**config.mk**
```make
export PLATFORM = sky130hd
export DESIGN_NAME = ddps_top
export DESIGN_NICKNAME = d
export VERILOG_FILES = /design/src/include/ddps_pkg.sv /design/src/rtl/ddps_pointer.sv /design/src/rtl/ddps_top.sv
export SDC_FILE = /design/constraint.sdc
export NUM_CORES = 1
export LEC_CHECK = 0
export BUFFER_PORTS_ARGS = -buffer_cell sky130_fd_sc_hd__buf_4
export CORE_MARGIN = 4
export CORE_UTILIZATION = 30
export CTS_BUF_LIST = sky130_fd_sc_hd__clkbuf_8
export CTS_CLUSTER_SIZE = 16
export DETAILED_ROUTE_END_ITERATION = 10
export PLACE_DENSITY = 0.65
export RECOVER_POWER = 50
export SLEW_MARGIN = 20
export SYNTH_ARGS = -nofsm -noshare
export SYNTH_HDL_FRONTEND = slang
export SYNTH_HIERARCHICAL = 1
export SYNTH_SLANG_ARGS = --single-unit
```
**constraint.sdc**
```tcl
create_clock -name clk -period 2 [get_ports clk]
set_clock_uncertainty 0.1 [all_clocks]
set_input_delay 0.4 -clock clk [delete_from_list [all_inputs] [get_ports clk]]
set_output_delay 0.4 -clock clk [all_outputs]
set_load 0.01 [all_outputs]
```
**src/include/ddps_pkg.sv**
```systemverilog
// Package of constants and types for the dual data pointer select block
//
// Overview of operation
// - Two independent 16-bit data pointers for external memory
// - Aux register bit 0 selects the active pointer
// - Selector 0 uses pointer zero, 1 pointer one
// - Bit 3 is a plain read/write user flag
// - Reset clears selector and bit 3; bit 2 reads zero
// - Reserved bits read back as zero
// - Reserved functions reset to zero, active at one
// - Increment of aux register toggles selector bit
`default_nettype none
package ddps_pkg;
  // Special function register address of the auxiliary register
  localparam logic [7:0] DDPS_AUX_ADDR   = 8'ha2;
  // Field positions
  localparam int         DDPS_SEL_BIT    = 0;
  localparam int         DDPS_ZERO_BIT   = 2;
  localparam int         DDPS_FLAG_BIT   = 3;
  // Reset values
  localparam logic [7:0] DDPS_AUX_RESET  = 8'h00;
  localparam logic [15:0] DDPS_PTR_RESET = 16'h0000;
  // Writable bits of the auxiliary register; reserved bits read as zero
  localparam logic [7:0] DDPS_AUX_MASK   = 8'h09;
  // Pointer operations requested by the core
  typedef enum logic [1:0] {
    DDPS_OP_NONE,
    DDPS_OP_LOAD,
    DDPS_OP_INC
  } ddps_op_t;
endpackage : ddps_pkg
`default_nettype wire

```
**src/rtl/ddps_pointer.sv**
```systemverilog
// One 16-bit data pointer with load and increment
`default_nettype none
module ddps_pointer (
  // Clock and reset
  input  wire logic              clk,
  input  wire logic              reset,
  // Control
  input  wire logic              enable,
  input  wire ddps_pkg::ddps_op_t op,
  input  wire logic [15:0]       load_value,
  // Contents
  output logic      [15:0]       value
);
  typedef struct packed {
    logic [15:0] ptr;
  } ddps_ptr_state_t;

  ddps_ptr_state_t state;
  ddps_ptr_state_t next_state;

  // Only the enabled pointer moves; the other holds
  always_comb begin
    next_state = state;
    if (enable) begin
      case (op)
        ddps_pkg::DDPS_OP_LOAD: next_state.ptr = load_value;
        ddps_pkg::DDPS_OP_INC:  next_state.ptr = state.ptr + 16'h0001;
        default:                next_state.ptr = state.ptr;
      endcase
    end
  end

  // State register
  always_ff @(posedge clk) begin
    if (reset) begin
      state.ptr <= ddps_pkg::DDPS_PTR_RESET;
    end else begin
      state <= next_state;
    end
  end

  assign value = state.ptr;
endmodule : ddps_pointer
`default_nettype wire

```
**src/rtl/ddps_top.sv**
```systemverilog
// Dual data pointer registers with the auxiliary selector register
`default_nettype none
module ddps_top (
  // Clock and reset
  input  wire logic              clk,
  input  wire logic              reset,
  // Special function register access, whole byte only
  input  wire logic [7:0]        sfr_addr,
  input  wire logic              sfr_write,
  input  wire logic [7:0]        sfr_wdata,
  input  wire logic              sfr_inc,
  output logic      [7:0]        sfr_rdata,
  output logic                   sfr_hit,
  // Pointer operations from instruction execution
  input  wire ddps_pkg::ddps_op_t ptr_op,
  input  wire logic [15:0]       ptr_load_value,
  // Pointer outputs
  output logic      [15:0]       data_pointer,
  output logic      [15:0]       data_pointer_zero,
  output logic      [15:0]       data_pointer_one,
  output logic                   pointer_select,
  output logic                   user_flag_three
);
  ////////////////////////////////////////////////////////////////////////////
  // Auxiliary register state
  typedef struct packed {
    logic sel;
    logic flag;
  } ddps_aux_state_t;

  ddps_aux_state_t state;
  ddps_aux_state_t next_state;
  logic            aux_hit;
  logic [15:0]     ptr_val [2];

  // Read image of the register; positions outside selector and flag stay 0
  function automatic logic [7:0] ddps_read_image(input logic sel, input logic flag);
    logic [7:0] image;
    image = 8'h00;
    image[ddps_pkg::DDPS_SEL_BIT]  = sel;
    image[ddps_pkg::DDPS_FLAG_BIT] = flag;
    return image;
  endfunction : ddps_read_image

  assign aux_hit = (sfr_addr == ddps_pkg::DDPS_AUX_ADDR);

  // Byte write stores selector and flag; increment toggles selector only.
  // Reserved writes are dropped, so no reserved function can be enabled.
  always_comb begin
    next_state = state;
    if (aux_hit && sfr_write) begin
      next_state.sel  = sfr_wdata[ddps_pkg::DDPS_SEL_BIT];
      next_state.flag = sfr_wdata[ddps_pkg::DDPS_FLAG_BIT];
    end else if (aux_hit && sfr_inc) begin
      next_state.sel  = ~state.sel;
    end
  end

  // Reset clears selector and flag
  always_ff @(posedge clk) begin
    if (reset) begin
      state.sel  <= ddps_pkg::DDPS_AUX_RESET[ddps_pkg::DDPS_SEL_BIT];
      state.flag <= ddps_pkg::DDPS_AUX_RESET[ddps_pkg::DDPS_FLAG_BIT];
    end else begin
      state <= next_state;
    end
  end

  // Read data: bit 2 and reserved bits return zero
  always_comb begin
    sfr_rdata = 8'h00;
    if (aux_hit) begin
      sfr_rdata = ddps_read_image(state.sel, state.flag);
    end
  end
  assign sfr_hit = aux_hit;

  ////////////////////////////////////////////////////////////////////////////
  // Pointer pair; the registered selector is used, so a change made by one
  // instruction steers the next pointer instruction
  for (genvar i = 0; i < 2; i++) begin : g_ptr
    ddps_pointer u_ptr (
      .clk        (clk),
      .reset      (reset),
      .enable     (state.sel == 1'(i)),
      .op         (ptr_op),
      .load_value (ptr_load_value),
      .value      (ptr_val[i])
    );
  end

  assign data_pointer_zero = ptr_val[0];
  assign data_pointer_one  = ptr_val[1];
  assign data_pointer      = state.sel ? ptr_val[1] : ptr_val[0];
  assign pointer_select    = state.sel;
  assign user_flag_three   = state.flag;
endmodule : ddps_top
`default_nettype wire

```
==> results_dict.tcl <==
set metrics [dict create \
    cp-start-kind "input pin" \
    p_leak_nw 1.20 \
    htreeDepth 2 \
    cts_tree "done" \
    fp-row-count 33 \
    start_util 0.311 \
    dieArea_um2 10100 \
    io_buffer_count 84 \
    max_freq_mhz 514 \
    layout-drive-gt1-share 0.257 \
    min_to "user_flag_three" \
    critPathTopFamily "simple AND/OR/NAND/NOR gates" \
    synthArstFlopShare 0 \
    synth_edf_count 0 \
    wl_um 8760 \
    synth_compound_area_frac 0.227 \
    drv_slew 0 \
    r2r-end "g_ptr[0].u_ptr/value[14]" \
    cts_buffers 5 \
    worstPathArrival_ns 1.45 \
    grt_max_degree 37 \
    worstSetupPathType "in2out" \
    grt_overflow 0 \
    outcome "complete, no violations" \
    cpMostUsedCell "buf_4" \
    clockRootBuffer "clkbuf_8" \
    busiest_layer "met2" \
    power_density_nw_per_um2 501 \
    synthAdderAreaFrac 0.0195 \
    synth_common_cells "dfxtp_1, a21oi_1, mux2_2, nand2_1, clkbuf_1" \
    clk_pin_slew_ns 0.07 \
    die_x_um 100 \
    synth.area.top_cells "dfxtp_1, mux2_2, a21oi_1, nor2b_1, nor3b_1" \
    period_share 0.973 \
    wire_per_inst_um 16.6 \
    grt_pass1_wl_um 14100 \
    grt.met1_usage 0.233 \
    place.gp.congestion 0.869 \
    rrSetupSlack_ns 0.18 \
    yosysUniqueCellTypes 43 \
    area_growth_pct 30.8 \
    slowest_stage "or4b_4" \
    dpl.hpwl_um 6670 \
    final_antenna_net_count 0 \
    max-vdd-ir-drop_mv 0.240 \
    path_cells "buf_4 > or4b_4 > nor2_1 > and2_1 > buf_4" \
    synthMuxAreaShare 0.116 \
    hold_buffers 0 \
    setup_slack_ns 0.0535 \
    slowest_delay_ns 0.55 \
    path_buf_inv 2 \
    cts_resized 1 \
    nets 464 \
    antenna_cells 0 \
    netlist_area_um2 2560 \
    ioPinCount 97 \
    holdCritStartpoint "sfr_wdata[3]" \
    whs_path_depth 3 \
    synth_top_area_cell "dfxtp_1" \
    drt-initial-drc-count 111 \
    period_needed_ns 1.95 \
    synth_top_flop_cell "dfxtp_1" \
    synthXorXnorAreaFrac 0 \
    grt.met3_usage 0.0443 \
    drt-pass1-iter-count 5 \
    netlist.area_leader.share 0.265 \
    die_y_um 100 \
    num_vias 2911 \
    ys_seq_area_frac 0.265 \
    grt_use_total 0.175 \
    cts_sinks 34 \
    ys_ff_latch 34 \
    drv_cap 0 \
    hold_violations 0 \
    cts_buffer_depth 2 \
    antenna_found_initial 0 \
    pre_cts_ws_ns 0.0430 \
    required_ns 1.50 \
    hold_class "in2reg" \
    first_global_vias 2730 \
    r2r_cells 5 \
    synth_simple_gate_area_share 0.297 \
    yosysMostFrequentCell "dfxtp_1" \
    viasPerCell 5.53 \
    fin_tns_setup_ns 0 \
    grt_setup_unrepaired "no" \
    syn_avg_cell_area_um2 7.73 \
    setup_viol 0 \
    synth_top_family_by_area "simple AND/OR/NAND/NOR gates" \
    syn_inst 332 \
    yosys_warnings 6 \
    r2r_start "g_ptr[0].u_ptr/value[1]" \
    post_cts_buffers 0 \
    critPathMaxFanout 5 \
    end_kind "primary output" \
    drc 0 \
    coreArea_um2 8260 \
    grtUsageMet2 0.279 \
    clock_latency_ns 0.29 \
]
[layout make-up]
class	count	area, um2
fillers	878	4900
multi-input cells	260	1710
repair buffers	108	703
flip-flops and latches	34	682
well taps	105	131
clock buffers	6	82.6
inverters	13	48.8
[worst max path at each step]
stage / start / slack (ns) / cells after the start / endpoint
after floorplan: pointer_select / 0.04 / 8 / g_ptr[0].u_ptr/value[12]
after global placement: sfr_addr[0] / 0.04 / 5 / sfr_rdata[3]
after detailed placement: sfr_addr[0] / 0.04 / 5 / sfr_rdata[3]
after CTS: sfr_addr[0] / 0.04 / 5 / sfr_rdata[3]
after global routing: sfr_addr[0] / 0.009 / 5 / sfr_rdata[3]
final: sfr_addr[0] / 0.05 / 5 / sfr_rdata[3]
[worst register-to-register path: stages (launching register included)]
cell     delay [ns]
dfxtp_1        0.34
ha_1           0.26
and4_1         0.31
nand2_1        0.09
or4_1          0.48
a31oi_1        0.17
[where the power goes]
| group | internal, mW | switching, mW | total, mW |
|---|---|---|---|
| combinational | 0.191 | 0.206 | 0.397 |
| clock | 0.266 | 0.267 | 0.533 |
| sequential | 0.704 | 0.0448 | 0.749 |
[stage by stage]
stage | power, mW | util | cell area, um2 | hold slack, ns | cells
after floorplan | 0.977 | - | 2580 | 0.387 | 337
after global placement | 1.18 | 0.413 | 3410 | 0.365 | 520
after detailed placement | 1.19 | 0.413 | 3410 | 0.379 | 520
after CTS | 1.72 | 0.423 | 3490 | 0.252 | 526
after global routing | 1.77 | 0.406 | 3350 | 0.258 | 526
final | 1.68 | 0.406 | 3350 | 0.256 | 526
[logic make-up (layout without fill, tap and decap cells)]
family | Yosys count | after routing
flip-flops | 34 | 34
AO/OA/AOI/OAI | 93 | 93
buffers and inverters | 43 | 127
AND/OR/NAND/NOR | 130 | 130
other | 1 | 6
adder cells (fa/ha/maj) | 4 | 4
multiplexers | 27 | 27
[flip-flops by register name, indices dropped and copies added (netlist names)]
name / flops
pointer_select: 1
g_ptr.u_ptr/value: 32
user_flag_three: 1
[routing by layer]
| metal | part of all wire | up-vias |
|---|---|---|
| met3 | 0.080 | 13 |
| met5 | 0 | - |
| met2 | 0.46 | 116 |
| met1 | 0.44 | 1371 |
| met4 | 0.016 | 0 |
| li1 | - | 1411 |
[cells in the final DEF (no fill, tap or decap), types with 4 or more instances in the layout]
cell type and instances:
a211oi_1 6, a21oi_1 30, a31oi_1 12, and4_1 6, buf_4 70, clkbuf_1 34, clkbuf_8 6, conb_1 6
dfxtp_1 33, ha_1 4, inv_1 13, mux2_2 22, mux2i_1 5, nand2_1 22, nand2b_1 4, nand3_1 14
nand3b_1 6, nand4_1 10, nor2_1 15, nor2b_1 16, nor3_1 6, nor3b_1 12, nor4_1 4, o211ai_1 4
o21ai_0 16, o22ai_1 6, or4_1 4
Note: power is estimated with default switching activity, not from simulation.
